## config.mk

```make
export PLATFORM = sky130hd
export DESIGN_NAME = ext_mem_port
export DESIGN_NICKNAME = d
export VERILOG_FILES = /design/src/external_memory_port_pkg.sv /design/src/hi_addr_mask.sv /design/src/ext_mem_port.sv
export SDC_FILE = /design/constraint.sdc
export NUM_CORES = 1
export LEC_CHECK = 0
export BUFFER_PORTS_ARGS = -buffer_cell sky130_fd_sc_hd__buf_2
export CORE_UTILIZATION = 47
export DETAILED_ROUTE_END_ITERATION = 10
export GPL_TIMING_DRIVEN = 1
export PLACE_DENSITY = 0.88
export SYNTH_ARGS = -nofsm -noshare
export SYNTH_HDL_FRONTEND = slang
export SYNTH_HIERARCHICAL = 1
export SYNTH_SLANG_ARGS = --single-unit
```

## constraint.sdc

```tcl
create_clock -name clk -period 1.9 [get_ports clk]
set_clock_uncertainty 0.1 [all_clocks]
set_input_delay 0.095 -clock clk [delete_from_list [all_inputs] [get_ports clk]]
set_output_delay 0.095 -clock clk [all_outputs]
set_load 0.01 [all_outputs]
```

## src/external_memory_port_pkg.sv

```systemverilog
// Constants shared by the external memory port
package external_memory_port_pkg;
    localparam int ADDR_W = 16;
    localparam int DATA_W = 8;
    localparam int HI_W = 8;
    // Control A field positions
    localparam int CA_ENABLE_BIT = 7;
    localparam int CA_SECTOR_LSB = 4;
    localparam int CA_WAIT_HI_LSB = 2;
    localparam int CA_WAIT_LO_LSB = 0;
    // Control B field positions
    localparam int CB_KEEPER_BIT = 7;
    localparam int CB_MASK_LSB = 0;
    localparam logic [7:0] CTRL_A_RESET = 8'h00;
    localparam logic [7:0] CTRL_B_RESET = 8'h00;
    // Wait select encodings
    localparam logic [1:0] WAIT_NONE = 2'h0;
    localparam logic [1:0] WAIT_ONE = 2'h1;
    localparam logic [1:0] WAIT_TWO = 2'h2;
    localparam logic [1:0] WAIT_TWO_HOLD = 2'h3;
    // Sector limit: upper bits of address, 8 KB steps
    localparam int SECTOR_SHIFT = 13;
    localparam logic [2:0] SECTOR_NONE = 3'h0;
    // Mask value that keeps no high address bits
    localparam logic [2:0] MASK_ALL = 3'h7;
    localparam logic [3:0] HI_BITS_FULL = 4'h8;
    localparam logic [3:0] HI_BITS_BASE = 4'h8;
    // Default internal SRAM top (exclusive boundary)
    localparam logic [15:0] INT_TOP_DEFAULT = 16'h1100;
    typedef enum logic [2:0] {
        ST_IDLE  = 3'b000,
        ST_ADDR  = 3'b001,
        ST_STRB  = 3'b010,
        ST_WAIT  = 3'b011,
        ST_DONE  = 3'b100,
        ST_HOLD  = 3'b101
    } bus_state_t;
endpackage

```

## src/hi_addr_mask.sv

```systemverilog
// High address pin release decoder
`timescale 1ns/1ns
module hi_addr_mask #(
    parameter int W = 8
) (
    input  wire logic [2:0]   mask,      // High mask field
    output logic      [W-1:0] keep       // One per pin driven by the port
);
    logic [3:0] nbits;
    always_comb begin
        if (mask == 3'h0) begin
            nbits = external_memory_port_pkg::HI_BITS_FULL;
        end else if (mask == external_memory_port_pkg::MASK_ALL) begin
            nbits = 4'h0;
        end else begin
            nbits = external_memory_port_pkg::HI_BITS_BASE - {1'b0, mask};
        end
    end
    genvar i;
    generate
        for (i = 0; i < W; i++) begin : g_keep
            assign keep[i] = (4'(i) < nbits);
        end
    endgenerate
endmodule

```

## src/ext_mem_port.sv

```systemverilog
// External memory port: muxed address/data, latch strobe, wait states
`timescale 1ns/1ns

module ext_mem_port #(
    parameter logic [15:0] INT_TOP = external_memory_port_pkg::INT_TOP_DEFAULT
) (
    input  wire logic        clk,            // System clock
    input  wire logic        arst_n,         // Async reset, active low
    input  wire logic [7:0]  ext_mem_control_a, // Enable, sector limit, waits
    input  wire logic [7:0]  ext_mem_control_b, // Keeper enable, high mask
    input  wire logic        req,            // CPU data access request pulse
    input  wire logic        req_write,      // Access is a write
    input  wire logic [15:0] req_addr,       // Access address
    input  wire logic [7:0]  req_wdata,      // Write data
    input  wire logic        next_ram,       // Next instruction accesses RAM
    output logic             busy,           // Access in progress
    output logic             done,           // Access complete pulse
    output logic             is_external,    // Current access targets external
    output logic             no_map,         // Disabled and above SRAM boundary
    output logic [7:0]       rdata,          // Read data captured
    input  wire logic [7:0]  port_a_out,     // Normal port output bits
    input  wire logic [7:0]  port_a_dir,     // Normal port direction bits
    input  wire logic [7:0]  port_c_out,     // Normal high port output bits
    input  wire logic [7:0]  port_c_dir,     // Normal high port direction bits
    input  wire logic [7:0]  ad_in,          // Muxed bus pin input
    output logic      [7:0]  ad_out,         // Muxed bus pin output
    output logic      [7:0]  ad_oe,          // Muxed bus pin enable
    output logic      [7:0]  ad_pullup,      // Muxed bus pull-up enable
    output logic      [7:0]  hi_out,         // High address pin output
    output logic      [7:0]  hi_oe,          // High address pin enable
    output logic             ale,            // Address latch strobe
    output logic             rd_n,           // Read strobe, active low
    output logic             wr_n            // Write strobe, active low
);
    // ----------------------------------------
    // Configuration decode
    // ----------------------------------------
    logic       enable;
    logic [2:0] limit;
    logic [1:0] wait_hi;
    logic [1:0] wait_lo;
    logic       keeper_en;
    logic [7:0] keep_pins;
    assign enable    = ext_mem_control_a[external_memory_port_pkg::CA_ENABLE_BIT];
    assign limit     = ext_mem_control_a[external_memory_port_pkg::CA_SECTOR_LSB +: 3];
    assign wait_hi   = ext_mem_control_a[external_memory_port_pkg::CA_WAIT_HI_LSB +: 2];
    assign wait_lo   = ext_mem_control_a[external_memory_port_pkg::CA_WAIT_LO_LSB +: 2];
    assign keeper_en = ext_mem_control_b[external_memory_port_pkg::CB_KEEPER_BIT];

    hi_addr_mask #(
        .W(external_memory_port_pkg::HI_W)
    ) u_mask (
        .mask(ext_mem_control_b[external_memory_port_pkg::CB_MASK_LSB +: 3]),
        .keep(keep_pins)
    );

    // ----------------------------------------
    // Access classification
    // ----------------------------------------
    logic       req_ext;
    logic       upper;
    logic [1:0] wait_sel;
    assign req_ext = req_addr >= INT_TOP;
    // Zero limit treats all space as upper sector
    assign upper = (limit == external_memory_port_pkg::SECTOR_NONE) ||
                   (req_addr[15:external_memory_port_pkg::SECTOR_SHIFT] >= limit);
    assign wait_sel = upper ? wait_hi : wait_lo;

    // ----------------------------------------
    // Access sequencer
    // ----------------------------------------
    external_memory_port_pkg::bus_state_t st_r;
    logic [1:0]  wait_r;
    logic [1:0]  wcnt_r;
    logic        ext_r;
    logic        wr_r;
    logic        nram_r;
    logic [15:0] addr_r;
    logic [7:0]  wdata_r;
    logic [1:0]  wait_len;
    assign wait_len = (wait_r == external_memory_port_pkg::WAIT_NONE) ? 2'h0 :
                      (wait_r == external_memory_port_pkg::WAIT_ONE)  ? 2'h1 : 2'h2;

    always_ff @(posedge clk or negedge arst_n) begin
        if (!arst_n) begin
            st_r   <= external_memory_port_pkg::ST_IDLE;
            wcnt_r <= 2'h0;
        end else begin
            case (st_r)
                external_memory_port_pkg::ST_IDLE: begin
                    if (req && enable) begin
                        st_r <= external_memory_port_pkg::ST_ADDR;
                    end
                end
                external_memory_port_pkg::ST_ADDR: begin
                    st_r   <= external_memory_port_pkg::ST_STRB;
                    wcnt_r <= 2'h0;
                end
                external_memory_port_pkg::ST_STRB: begin
                    st_r <= (wait_len == 2'h0) ? external_memory_port_pkg::ST_DONE : external_memory_port_pkg::ST_WAIT;
                end
                external_memory_port_pkg::ST_WAIT: begin
                    wcnt_r <= wcnt_r + 2'h1;
                    if (wcnt_r + 2'h1 == wait_len) begin
                        st_r <= (wait_r == external_memory_port_pkg::WAIT_TWO_HOLD) ? external_memory_port_pkg::ST_HOLD
                                                                    : external_memory_port_pkg::ST_DONE;
                    end
                end
                external_memory_port_pkg::ST_HOLD: st_r <= external_memory_port_pkg::ST_DONE;
                external_memory_port_pkg::ST_DONE: st_r <= external_memory_port_pkg::ST_IDLE;
                default: st_r <= external_memory_port_pkg::ST_IDLE;
            endcase
        end
    end

    always_ff @(posedge clk or negedge arst_n) begin
        if (!arst_n) begin
            wait_r  <= external_memory_port_pkg::WAIT_NONE;
            ext_r   <= 1'b0;
            wr_r    <= 1'b0;
            nram_r  <= 1'b0;
            addr_r  <= 16'h0000;
            wdata_r <= 8'h00;
        end else if (st_r == external_memory_port_pkg::ST_IDLE && req && enable) begin
            wait_r  <= wait_sel;
            ext_r   <= req_ext;
            wr_r    <= req_write;
            addr_r  <= req_addr;
            wdata_r <= req_wdata;
        end else if (st_r != external_memory_port_pkg::ST_DONE) begin
            // Sampled every cycle except the accepting cycle and DONE, so no stale value from the last access
            nram_r <= next_ram;
        end
    end

    // Read data taken at the last strobe edge, while the memory still drives
    logic strb_last;
    assign strb_last = ((st_r == external_memory_port_pkg::ST_STRB) && (wait_len == 2'h0)) ||
                       ((st_r == external_memory_port_pkg::ST_WAIT) && (wcnt_r + 2'h1 == wait_len));
    always_ff @(posedge clk or negedge arst_n) begin
        if (!arst_n) begin
            rdata <= 8'h00;
        end else if (ext_r && !wr_r && strb_last) begin
            rdata <= ad_in;
        end
    end

    // Last bus level: ad_out while any pin is driven, else sampled from ad_in
    logic [7:0] last_r;
    always_ff @(posedge clk or negedge arst_n) begin
        if (!arst_n) begin
            last_r <= 8'h00;
        end else if (|ad_oe) begin
            last_r <= ad_out;
        end else begin
            last_r <= ad_in;
        end
    end

    // ----------------------------------------
    // Pin drive
    // ----------------------------------------
    logic in_addr;
    logic in_data;
    logic strobe;
    assign in_addr = (st_r == external_memory_port_pkg::ST_ADDR);
    assign in_data = (st_r == external_memory_port_pkg::ST_STRB) || (st_r == external_memory_port_pkg::ST_WAIT);
    assign strobe  = in_data && ext_r;
    assign busy    = (st_r != external_memory_port_pkg::ST_IDLE);
    assign done    = (st_r == external_memory_port_pkg::ST_DONE);
    assign is_external = ext_r;
    assign no_map  = !enable && (req_addr >= INT_TOP);

    always_comb begin
        ad_out = port_a_out;
        ad_oe  = port_a_dir;
        ale    = 1'b0;
        if (enable) begin
            ad_oe  = 8'h00;
            ad_out = 8'h00;
            if (in_addr) begin
                ad_out = addr_r[7:0];
                ad_oe  = 8'hff;
                ale    = 1'b1;
            end else if (in_data && wr_r) begin
                ad_out = wdata_r;
                ad_oe  = 8'hff;
            end else if (st_r == external_memory_port_pkg::ST_DONE && nram_r) begin
                // Trailing strobe lands in DONE, one period after the last STRB, WAIT or HOLD cycle
                ale = 1'b1;
            end
            // ALE stays low across STRB/WAIT
        end
        // Keeper yields while the memory drives a read
        if (keeper_en && ad_oe == 8'h00 && !(strobe && !wr_r)) begin
            ad_out = last_r;
            ad_oe  = 8'hff;
        end
    end

    assign ad_pullup = (enable ? 8'h00 : ~port_a_dir) & port_a_out | (enable ? port_a_out : 8'h00);

    always_comb begin
        for (int i = 0; i < 8; i++) begin
            if (enable && keep_pins[i]) begin
                hi_out[i] = addr_r[8 + i];
                hi_oe[i]  = 1'b1;
            end else begin
                hi_out[i] = port_c_out[i];
                hi_oe[i]  = port_c_dir[i];
            end
        end
    end

    assign rd_n = !(strobe && !wr_r);
    assign wr_n = !(strobe && wr_r);
endmodule

```

**After elaboration in Yosys (flattened, before gate mapping)**

Cells that the tools add are included.

- Equality and inequality tests: 12
- Reductions and logical operators: 41
- Add/sub/neg operators: 2
- Bitwise operators: 4
- Mux-type cells: 42
- Order comparisons: 10

Operator list:

| operator | number |
|---|---|
| 8-bit 2-to-1 mux | 11 |
| 1-bit logical AND | 23 |
| 1-bit 2-to-1 mux | 21 |
| 16-bit by 13-bit >= comparator with 1-bit output, second input constant | 1 |
| 3-bit by 4-bit less-than comparator with 1-bit output, first input constant | 4 |
| 3-bit one-hot mux with 5 select lines | 1 |
| 3-bit == test, second input constant | 3 |
| 3-bit zero test | 3 |
| 3-bit 2-to-1 mux | 3 |
| 8-bit bitwise AND | 1 |
| 8-bit zero test | 1 |
| 1-bit by 4-bit less-than comparator with 1-bit output, first input constant | 2 |
| 2-bit by 4-bit less-than comparator with 1-bit output, first input constant | 2 |
| 4-bit 2-to-1 mux | 2 |
| 8-bit inverter | 1 |
| 8-bit OR | 1 |
| 8-bit OR reduction | 1 |
| 3-bit by 2-bit == test with 1-bit output, second input constant | 2 |
| 2-bit 2-to-1 mux | 3 |
| 1-bit zero test | 4 |
| 2-bit zero test | 2 |
| 2-bit != test, second input constant | 2 |
| 2-bit one-hot mux with 2 select lines | 1 |
| 2-bit AND reduction | 2 |
| other kinds (12) | 14 |

- Bits in registers: 50
- Output and inout bits: 55
- Word-level logic and storage cells: 121
- Input bits: 85

**Depth between registers and ports, before layout**

Gate-level depths: netlist of the first run.

- Depth after elaboration: 12
- Gate-level depth with buffers: 8
- Depth with buffers taken out: 8

**Modules after synthesis**

The synthesis of the first run kept the hierarchy.

Modules (own cells, without submodules):

| module | sequential area each (um^2) | area an instance (um^2) | cells an instance | instances |
|---|---|---|---|---|
| ext_mem_port | 1251.2 | 2907.8 | 261 | 1 |
| hi_addr_mask | 0.0 | 162.7 | 25 | 1 |

**Worst setup path after synthesis of the first run**

Ideal clock, no wire load.

- Path kind: reg-to-reg
- Start: register wr_r
- End: register last_r[0]
- Slack: 131 ps
- Setup time: 128 ps
- Path buffers: 0
- Cell stages (with the launch flop): 5
- Required time: 1672 ps
- Data arrival time: 1542 ps
- Clock period less this slack: 1769 ps
- Cell sequence: dfrtp_1 -> nand4bb_1 -> nand2_4 -> mux2_2 -> mux2_1

- Elaborated cells between the ends (all ways): 17
- Classes of those cells: mux (9); reduce/logical (8)

RTL lines:

| item | RTL line | source |
|---|---|---|
| start, declared | ext_mem_port.sv:76 | `logic wr_r;` |
| start signal, assigned | ext_mem_port.sv:127 | `wr_r <= req_write;` |
| 1-bit zero test (*) | n/a |  |
| 1-bit logical AND (*) | n/a |  |
| 1-bit zero test (*) | n/a |  |
| named net rd_n | ext_mem_port.sv:32 | `output logic rd_n,` |
| 1-bit logical AND (*) | ext_mem_port.sv:195 | `if (keeper_en && ad_oe == 8'h00 && !(strobe && !wr_r)) begin` |
| 8-bit 2-to-1 mux | ext_mem_port.sv:195 |  |
| 8-bit OR reduction | ext_mem_port.sv:153 | `end else if (\|ad_oe) begin` |
| 8-bit 2-to-1 mux (*) | ext_mem_port.sv:153 |  |
| end signal, assigned | ext_mem_port.sv:154 | `last_r <= ad_out;` |
| end signal, assigned | ext_mem_port.sv:156 | `last_r <= ad_in;` |
| end, declared | ext_mem_port.sv:149 | `logic [7:0] last_r;` |

Mark *: on every way through the listed nets, which the timed path passes. The rest lies on a longest branch.
A chain may end at the register's enable or synchronous reset.

**Worst setup path after layout of the first run**

- Start: register st_r[1]
- End: output ad_out[4]

- Cells in the longest elaborated chain, start to end: 10
- Elaborated cells between the ends (all ways): 18
- Classes of those cells: eq/ne (3); mux (7); reduce/logical (8)

RTL lines:

| item | RTL line | source |
|---|---|---|
| start, declared | ext_mem_port.sv:72 | `external_memory_port_pkg::bus_state_t st_r;` |
| start signal, assigned | ext_mem_port.sv:86 | `st_r <= external_memory_port_pkg::ST_IDLE;` |
| start signal, assigned | ext_mem_port.sv:92 | `st_r <= external_memory_port_pkg::ST_ADDR;` |
| start signal, assigned | ext_mem_port.sv:96 | `st_r <= external_memory_port_pkg::ST_STRB;` |
| 3-bit by 2-bit == test with 1-bit output | ext_mem_port.sv:167 | `assign in_data = (st_r == external_memory_port_pkg::ST_STRB) \|\| (st_r == external_memory_port_pkg::ST_WAIT);` |
| 1-bit logical OR | ext_mem_port.sv:167 |  |
| 1-bit logical AND | ext_mem_port.sv:185 | `end else if (in_data && wr_r) begin` |
| 8-bit 2-to-1 mux | ext_mem_port.sv:185 |  |
| 8-bit 2-to-1 mux | ext_mem_port.sv:181 | `if (in_addr) begin` |
| 8-bit 2-to-1 mux | ext_mem_port.sv:178 | `if (enable) begin` |
| 8-bit zero test | ext_mem_port.sv:195 |  |
| 1-bit logical AND (2 in series) | ext_mem_port.sv:195 |  |
| 8-bit 2-to-1 mux (*) | ext_mem_port.sv:195 |  |
| end, declared | ext_mem_port.sv:26 | `output logic [7:0] ad_out,` |

Mark *: on every way between the ends. The rest lies on a longest branch, timed or not.

==> results of run 1 <==
power by group:
part | switching, uW | total [uW] | internal (uW)
Clock | 343 | 637 | 295
Combinational | 1330 | 2920 | 1590
Sequential | 367 | 1940 | 1580
placed cells by master (no fill, tap or decap), types with 2 or more instances in the layout:
master,netlist,final
ha_1,7,5
mux2_4,0,8
a211oi_2,2,2
mux2_1,49,41
mux2i_2,0,3
mux2_2,17,17
nand2b_1,19,19
or3_1,2,2
buf_6,0,12
buf_4,3,23
o22ai_1,9,6
clkbuf_8,0,6
inv_1,18,17
nor3_1,2,2
or3b_1,3,2
nand2_1,26,26
mux2i_1,11,7
o21a_1,4,3
nor2b_1,2,2
nor3b_2,1,3
ha_4,0,2
dfrtp_2,0,3
nor2_1,8,8
and2_1,8,8
buf_12,0,2
dlygate4sd3_1,0,35
dfrtp_1,50,47
buf_2,4,128
nor4_1,2,2
o21ai_0,7,7
a21oi_1,7,7
o22ai_2,1,4
routing by layer:
metal	wire (um)	vias to the layer above	global-route usage, %
met5	0	-	0
met4	260	0	10.3
met3	382	21	4.37
met2	5010	100	48.5
met1	3620	1441	30.2
li1	-	1400	-
cell type report:
cell class,count,area [um^2]
multi-input combinational,207,1850
fill,421,1570
timing repair buffer,202,1390
sequential,50,1250
tap,77,96.3
clock buffer,7,86.3
inverter,18,67.6
clock inverter,1,5.00
stage by stage:
| step | hold slack, ps | utilization, % | power (uW) | worst slack [ps] | cells |
|---|---|---|---|---|---|
| 2_1_floorplan | -301 | - | 3300 | 131 | 286 |
| 3_3_place_gp | 31.1 | 63.2 | 4080 | -1.74 | 510 |
| 3_5_place_dp | 36.4 | 63.2 | 4240 | -57.6 | 510 |
| 4_1_cts | 9.24 | 73.1 | 5240 | -277 | 558 |
| 5_1_grt | 28.3 | 75.2 | 5820 | -376 | 562 |
| 6_report | 6.23 | 75.2 | 5500 | -307 | 562 |
how the worst max path moves through the flow:
stage	end	startpoint	slack, ps	depth (start not counted)
3_5_place_dp	hi_out[4]	ext_mem_control_b[1]	-60	10
4_1_cts	ad_out[7]	st_r[2]	-280	6
2_1_floorplan	last_r[0]	wr_r	130	4
3_3_place_gp	hi_out[1]	ext_mem_control_b[0]	-2	10
6_report	ad_out[4]	st_r[1]	-310	5
5_1_grt	ad_out[2]	st_r[2]	-380	7
worst max-delay path, cell delays in order, from the launching register on:
cell     delay [ps]
dfrtp_2         460
mux2i_4         210
or3b_4          460
o22ai_1         270
mux2_1          190
buf_2           120
kinds of logic after synthesis:
family	synth area share, %
AOI/OAI and AO/OA	7.99
adders and majority gates	2.85
buffers and inverters	4.07
DFF	40.7
muxes	27.8
and+or+nand+nor	16.5
registers in the layout, summed over array words and instances, names as in the netlist, 2 cells and up:
| signal | flops |
|---|---|
| rdata | 8 |
| st_r | 3 |
| wait_r | 2 |
| addr_r | 16 |
| last_r | 8 |
| wdata_r | 8 |
| wcnt_r | 2 |
repair_timing:
| action | in CTS | in global routing |
|---|---|---|
| gates resized for setup | 28 | 19 |
| endpoints found under the hold margin | 59 | 0 |
| pin swaps | 7 | 2 |
| setup endpoints to repair | 26 | 56 |
| setup buffers | 4 | 4 |
| cloned | 1 | 0 |
| hold buffers | 35 | 0 |
==> results.tsv, run 1 <==
stage	metric	value	unit
logic_synthesis	synth_nets	378	
finish	antenna_cells	0	
logic_synthesis	synth-seq-cells	50	
min_path	worstHoldPathType	input pin to register	
logic_synthesis	seq_area_frac_synth	40.7	%
place	place.gp.congestion	0.863	
setup_path	r2r_slack	-120	ps
sta	drv_slew	0	
setup_path	crit_arrival	2010	ps
min_path	timing.hold.worst_endpoint	wait_r[1]	
cts	h-tree-depth	2	
route	vias_per_cell	5.27	
sta	finalCriticalPeriod	2210	ps
setup_path	rr_worst_depth	5	
sta	tns	-4950	ps
floorplan	io-pin-count	140	
pwr	p_leak	0.00230	uW
floorplan	die_h	82.8	um
setup_path	crit_path_max_fanout	9	
job	cap_violations	0	
global_route	overflow	0	
place	place_area	0.00399	mm^2
logic_synthesis	ys_top_cells_by_area	dfrtp_1 41%, mux2_1 18%, mux2_2 6.2%	
cts	cts_root_buf	clkbuf_8	
sta	rsz0062_at_grt	true	
floorplan	core-area	0.00631	mm^2
cts	clock_latency	290	ps
floorplan	die_w	82.8	um
place	io_buffers	135	
global_route	grt_use_total	26.3	%
finish	fin_area	0.00475	mm^2
cts	numCtsBuffers	5	
setup_path	endpoint_kind	primary output	
pwr	power_density	1160	mW/mm^2
logic_synthesis	ys.flop_type	dfrtp_1	
logic_synthesis	synth_cell_type_count	42	
logic_synthesis	ys_top_cells_by_count	50 x dfrtp_1, 49 x mux2_1, 26 x nand2_1	
route	routed_wirelength	9270	um
setup_path	r2r-start	st_r[1]	
pwr	ir_worst_vdd	0.828	mV
global_route	antenna_found_initial	0	
floorplan	die_area	0.00686	mm^2
logic_synthesis	synth_edf_count	0	
min_path	hold-path-cell-count	3	
min_path	min_from	ext_mem_control_a[3]	
logic_synthesis	syn_avg_cell_area	10.7	um^2
logic_synthesis	synth_most_common_cell	dfrtp_1	
cts	clk_pin_slew	90	ps
cts	cts_tree	built	
logic_synthesis	netlist_instances	286	
sta	hold_viol	0	
route	vias	2962	
sta	slew_headroom	58.4	%
sta	fmaxAchievable	0.453	GHz
setup_path	rr_endpoint	addr_r[12]	
route	drt-initial-drc-count	165	
logic_synthesis	synth_area_leader_cell	dfrtp_1	
status	outcome	complete, but fails checks	
setup_path	crit_required	1700	ps
cts	cts.sinks	50	
finish	drive_gt1_share	47.4	%
status	violations	negative setup slack	
route	ant_nets	0	
floorplan	initial_utilization	48.6	%
setup_path	start_kind	register	
global_route	grt_pass1_wl	14600	um
logic_synthesis	syn_area	0.00307	mm^2
sta	worst_slew_pin_slew	624	ps
finish	syn_to_final_growth	54.6	%
route	first_pass_iters	4	
floorplan	core.rowCount	29	
route	drcViolationCount	0	
global_route	grt_max_degree	27	
place	post-dp-hpwl	6250	um
finish	nets	576	
logic_synthesis	ys_warn_count	6	
sta	setup_violations	44	
setup_path	worst-setup-path-type	register to primary output	
logic_synthesis	synth_top_area_share	40.7	%
cts	clock_path_buffers	2	
sta	min_period_over_period	116	%
logic_synthesis	synthArstFlopShare	100	%
global_route	grt_pass1_vias	3184	
sta	setup_ws	-307	ps
route	wire_per_inst	16.5	um
(Power assumes the default switching activity.)
==> inputs of run 2 (changes only) <==
==> constraint.sdc (replaced) <==
create_clock -name clk -period 2.2 [get_ports clk]
set_clock_uncertainty 0.1 [all_clocks]
set_input_delay 0.11 -clock clk [delete_from_list [all_inputs] [get_ports clk]]
set_output_delay 0.11 -clock clk [all_outputs]
set_load 0.01 [all_outputs]
==> results.tsv, run 2 (synthesis gave the netlist of run 1 again) <==
stage	metric	value	unit
sta	finalCriticalPeriod	2260	ps
sta	worst_slew_pin_slew	475	ps
floorplan	core-area	0.00631	mm^2
place	post-dp-hpwl	5940	um
setup_path	crit_arrival	2050	ps
cts	clock_latency	300	ps
cts	h-tree-depth	2	
min_path	min_from	ext_mem_control_a[3]	
floorplan	die_w	82.8	um
job	cap_violations	0	
sta	drv_slew	0	
pwr	p_leak	0.00222	uW
status	outcome	complete, but fails checks	
finish	final_cell_count_no_fill	546	
cts	clock_path_buffers	2	
setup_path	endpoint_kind	primary output	
global_route	antenna_found_initial	0	
setup_path	r2r_slack	30	ps
finish	antenna_cells	0	
sta	min_period_over_period	103	%
sta	slew_headroom	68.3	%
global_route	grt_use_total	25.2	%
sta	rsz0062_at_grt	true	
sta	setup_ws	-62.1	ps
finish	top_register	addr_r	
cts	cts.sinks	50	
cts	cts_tree	built	
setup_path	crit_path_max_fanout	5	
place	place.gp.congestion	0.843	
route	routed_wirelength	8950	um
setup_path	r2r-start	st_r[1]	
floorplan	core.rowCount	29	
global_route	overflow	0	
finish	fill_cells	426	
sta	setup_violations	7	
sta	fmaxAchievable	0.442	GHz
route	first_pass_iters	4	
setup_path	worst-setup-path-type	register to primary output	
global_route	grt_max_degree	33	
finish	seqCellArea	0.00125	mm^2
route	vias	2944	
place	dp_cells	494	
route	drcViolationCount	0	
status	violations	negative setup slack	
route	ant_nets	0	
finish	largest_reg_flops	16	
min_path	hold-path-cell-count	3	
finish	syn_to_final_growth	50.1	%
floorplan	initial_utilization	48.6	%
sta	hold_viol	0	
route	vias_per_cell	5.39	
finish	drive_gt1_share	45.4	%
setup_path	rr_endpoint	addr_r[14]	
finish	layout_common_cells	130 x buf_2, 47 x dfrtp_1, 43 x mux2_1	
setup_path	crit_required	1990	ps
finish	multi_input_comb_area	0.00184	mm^2
route	drt-initial-drc-count	146	
place	io_buffers	135	
finish	nets	560	
route	wire_per_inst	16.4	um
pwr	power_density	1020	mW/mm^2
cts	cts_root_buf	clkbuf_8	
cts	numCtsBuffers	5	
min_path	timing.hold.worst_endpoint	wait_r[1]	
place	dp_slack	145	ps
cts	clk_pin_slew	80	ps
setup_path	rr_worst_depth	6	
setup_path	start_kind	register	
floorplan	io-pin-count	140	
finish	final_common_cell	buf_2	
floorplan	die_area	0.00686	mm^2
pwr	ir_worst_vdd	0.782	mV
global_route	grt_pass1_wl	13900	um
floorplan	die_h	82.8	um
min_path	worstHoldPathType	input pin to register	
global_route	grt_pass1_vias	3004	
## run 2: changes by cell type in the layout (fill, tap and decap cells not counted), sizes merged
| cell | delta |
|---|---|
| bufinv | +1 |
| clkinv | -1 |
| buf | -17 |
| bufbuf | -1 |
| clkbuf | +2 |
## run 2: where the power goes
part	internal [uW]	switching, uW
clock network	340	296
logic	1260	1090
registers	1360	342
total	2970	1730
## run 2: worst max path at each step
stage | from | end | slack [ps] | cells after the start
3_5_place_dp | st_r[1] | ad_out[5] | 140 | 5
5_1_grt | st_r[1] | ad_out[0] | -110 | 6
2_1_floorplan | wr_r | last_r[0] | 430 | 4
3_3_place_gp | st_r[1] | ad_out[7] | 160 | 5
6_report | st_r[1] | ad_out[0] | -60 | 6
4_1_cts | st_r[1] | ad_out[5] | -5 | 6
## run 2: layout make-up
cell class,instances,area share [%]
clock buffers,7,1.66
clock inverters,1,0.651
inverters,18,1.47
multi-input cells,207,40.0
flip-flops and latches,50,27.2
well taps,77,2.09
repair buffers,186,26.9
## run 2: metal layers
| metal | track usage (%) | vias to the layer above | part of all wire, % |
|---|---|---|---|
| li1 | - | 1365 | - |
| met1 | 29.1 | 1455 | 39 |
| met2 | 46.3 | 111 | 55 |
| met3 | 3.98 | 13 | 4.6 |
| met4 | 9.56 | 0 | 1.7 |
| met5 | 0 | - | 0 |
## run 2: repair_timing
item / 4_1_cts / 5_1_grt
buffers inserted: 5 / 1
hold endpoints to repair: 53 / 0
pin swaps: 1 / 8
hold buffers: 35 / 0
cloned: 1 / 2
gates resized for setup: 9 / 30
setup endpoints to repair: 16 / 22
## run 2: critical path, stage by stage (launching register included)
cell and delay [ps]:
dfrtp_2 470, nor3b_4 250, buf_6 200, mux2i_2 260, o22ai_2 140, mux2_4 300
buf_6 130
## run 2: per-stage QoR
step	setup TNS, ps	hold WS [ps]	util [%]	power (uW)	area, um^2
6_report	-181	9.72	73.0	4690	4610
3_5_place_dp	0	-21.5	61.1	3550	3850
5_1_grt	-733	28.3	73.0	4980	4610
4_1_cts	-12.6	9.61	69.7	4390	4400
2_1_floorplan	0	-286	-	2850	3070
3_3_place_gp	0	-26.6	61.1	3430	3850
==> inputs of run 3 (changes only) <==
--- a/config.mk
+++ b/config.mk
@@ -12,5 +12,4 @@
 export PLACE_DENSITY = 0.88
 export SYNTH_ARGS = -nofsm -noshare
 export SYNTH_HDL_FRONTEND = slang
-export SYNTH_HIERARCHICAL = 1
 export SYNTH_SLANG_ARGS = --single-unit
==> results.tsv, run 3 <==
stage	metric	value	unit
status	outcome	complete, but fails checks	
status	violations	negative setup slack	
place	dp_slack	192	ps
finish	seqCellArea	0.00125	mm^2
logic_synthesis	ys_top_cells_by_area	dfrtp_1 42%, mux2_2 18%, mux2_1 6.4%	
route	ant_nets	0	
route	first_pass_iters	4	
sta	rsz0062_at_grt	true	
setup_path	crit_path_max_fanout	8	
finish	multi_input_comb_area	0.00175	mm^2
sta	hold_viol	0	
cts	cts_root_buf	clkbuf_8	
route	drt-initial-drc-count	130	
setup_path	endpoint_kind	primary output	
finish	largest_reg_flops	16	
cts	cts.sinks	50	
setup_path	critical_path.top_delay_family	multiplexers	
cts	h-tree-depth	2	
logic_synthesis	syn_area	0.00301	mm^2
sta	setup_ws	-27.1	ps
cts	clock_latency	310	ps
floorplan	die_h	82.1	um
min_path	hold-path-cell-count	3	
setup_path	crit_required	1990	ps
setup_path	cp_cell_sequence	nor3b_2, buf_6, mux2i_2, o22ai_1, mux2_2, buf_2	
setup_path	rr_worst_depth	6	
logic_synthesis	synth_area_leader_cell	dfrtp_1	
finish	syn_to_final_growth	48.2	%
global_route	overflow	0	
pwr	power_density	1060	mW/mm^2
logic_synthesis	synthArstFlopShare	100	%
logic_synthesis	synth_most_common_cell	dfrtp_1	
logic_synthesis	syn_avg_cell_area	11.0	um^2
cts	clk_pin_slew	100	ps
route	wire_per_inst	15.6	um
floorplan	core-area	0.00606	mm^2
logic_synthesis	synth_edf_count	0	
setup_path	crit_arrival	2020	ps
logic_synthesis	ys.flop_type	dfrtp_1	
route	vias_per_cell	5.23	
min_path	min_from	req	
finish	final_common_cell	buf_2	
global_route	grt_max_degree	51	
setup_path	rr_endpoint	addr_r[2]	
sta	worst_hold_slack	2.61	ps
setup_path	r2r_slack	70	ps
setup_path	slowest_stage	dfrtp_2	
cts	clock_path_buffers	2	
place	place.gp.congestion	0.826	
logic_synthesis	seq_area_frac_synth	41.5	%
floorplan	core.rowCount	28	
logic_synthesis	synth_top_area_share	41.5	%
place	post-dp-hpwl	5760	um
min_path	timing.hold.worst_endpoint	st_r[0]	
logic_synthesis	netlist_instances	273	
setup_path	r2r-start	st_r[1]	
logic_synthesis	synth_cell_type_count	46	
pwr	ir_worst_vdd	0.720	mV
finish	top_register	addr_r	
place	io_buffers	135	
logic_synthesis	synth_nets	364	
sta	min_period_over_period	101	%
floorplan	die_w	82.1	um
sta	tns	-50.2	ps
global_route	grt_use_total	24.9	%
logic_synthesis	synth-seq-cells	50	
cts	cts_tree	built	
finish	drive_gt1_share	53.3	%
sta	slew_headroom	65.6	%
sta	fmaxAchievable	0.449	GHz
floorplan	io-pin-count	140	
sta	setup_violations	5	
setup_path	cpPeakStageDelay	450	ps
job	cap_violations	0	
logic_synthesis	ys_top_cells_by_count	50 x dfrtp_1, 49 x mux2_2, 18 x nand2_1	
min_path	worstHoldPathType	input pin to register	
finish	layout_common_cells	132 x buf_2, 49 x mux2_2, 48 x dfrtp_1	
floorplan	initial_utilization	49.7	%
sta	worst_slew_pin_slew	516	ps
setup_path	start_kind	register	
route	drcViolationCount	0	
pwr	p_leak	0.00215	uW
finish	nets	544	
logic_synthesis	ys_warn_count	0	
cts	numCtsBuffers	5	
route	vias	2769	
setup_path	crit_buf_inv	2	
setup_path	worst-setup-path-type	register to primary output	
route	routed_wirelength	8240	um
global_route	grt_pass1_vias	2623	
global_route	antenna_found_initial	0	
finish	antenna_cells	0	
sta	finalCriticalPeriod	2230	ps
global_route	grt_pass1_wl	12300	um
sta	drv_slew	0	
floorplan	die_area	0.00673	mm^2
finish	fill_cells	436	
run 3: changes by cell type in the layout (fill, tap and decap cells not counted), moves of 3 or more:
cell,previous run,this run
or2_2,1,5
mux2_2,17,49
inv_1,18,15
nand2b_1,19,15
mux2i_2,3,7
mux2_1,43,13
nand2_1,26,18
run 3: metrics by stage:
| stage | instance area [um^2] | cells | util (%) | power (uW) |
|---|---|---|---|---|
| floorplan | 3010 | 273 | - | 2940 |
| global placement | 3810 | 481 | 62.9 | 3530 |
| detailed placement | 3810 | 481 | 62.9 | 3640 |
| CTS | 4360 | 528 | 71.9 | 4560 |
| global route | 4460 | 529 | 73.7 | 5050 |
| finish | 4460 | 529 | 73.7 | 4750 |
run 3: tightest hold or removal path, cell delays in order:
cell	delay [ps]
buf_2	110
nand3_1	80
a221oi_1	70
run 3: layer usage:
metal	vias up	routed length, um	global-route usage [%]	part of all wire (%)
met2	108	4400	46.1	53
li1	1331	-	-	-
met1	1315	3300	28.8	40
met3	15	406	4.56	4.9
met5	-	0	0	0
met4	0	132	7.37	1.6
run 3: report_power, final:
group | switching [uW] | internal, uW
registers | 317 | 1360
logic | 1030 | 1260
clock network | 321 | 456
total | 1670 | 3080
run 3: cells by family after synthesis:
kind of cell             Yosys count  share of synthesized area [%]
AO/OA/AOI/OAI                     36                           7.94
adder cells (fa/ha/maj)            6                           2.49
buffers and inverters             25                           3.74
flip-flops                        50                           41.5
multiplexers                      77                           28.3
AND/OR/NAND/NOR                   79                           16.0
run 3: worst max path at each step:
| stage | endpoint | from | cells after the start | slack, ps |
|---|---|---|---|---|
| final | ad_out[6] | st_r[2] | 6 | -30 |
| after global routing | ad_out[2] | st_r[2] | 6 | -110 |
| after CTS | ad_out[4] | st_r[1] | 6 | 6 |
| after detailed placement | addr_r[2] | st_r[1] | 5 | 190 |
| after global placement | ad_out[5] | st_r[1] | 6 | 220 |
| after floorplan | last_r[0] | st_r[2] | 4 | 390 |
run 3: final cells by class:
class                   count  share of cell area, %
clock inverters             3                   1.54
multi-input cells         198                   39.2
inverters                  15                   1.26
clock buffers               5                   1.54
repair buffers            183                   26.2
flip-flops and latches     50                   28.1
well taps                  75                   2.10
run 3: repair_timing:
item / 4_1_cts / 5_1_grt
setup buffers: 4 / 1
hold buffers: 35 / 0
setup endpoints to repair: 16 / 8
hold endpoints to repair: 84 / 0
resized for setup: 9 / 21
gates cloned: 0 / 0
pin swaps: 1 / 4
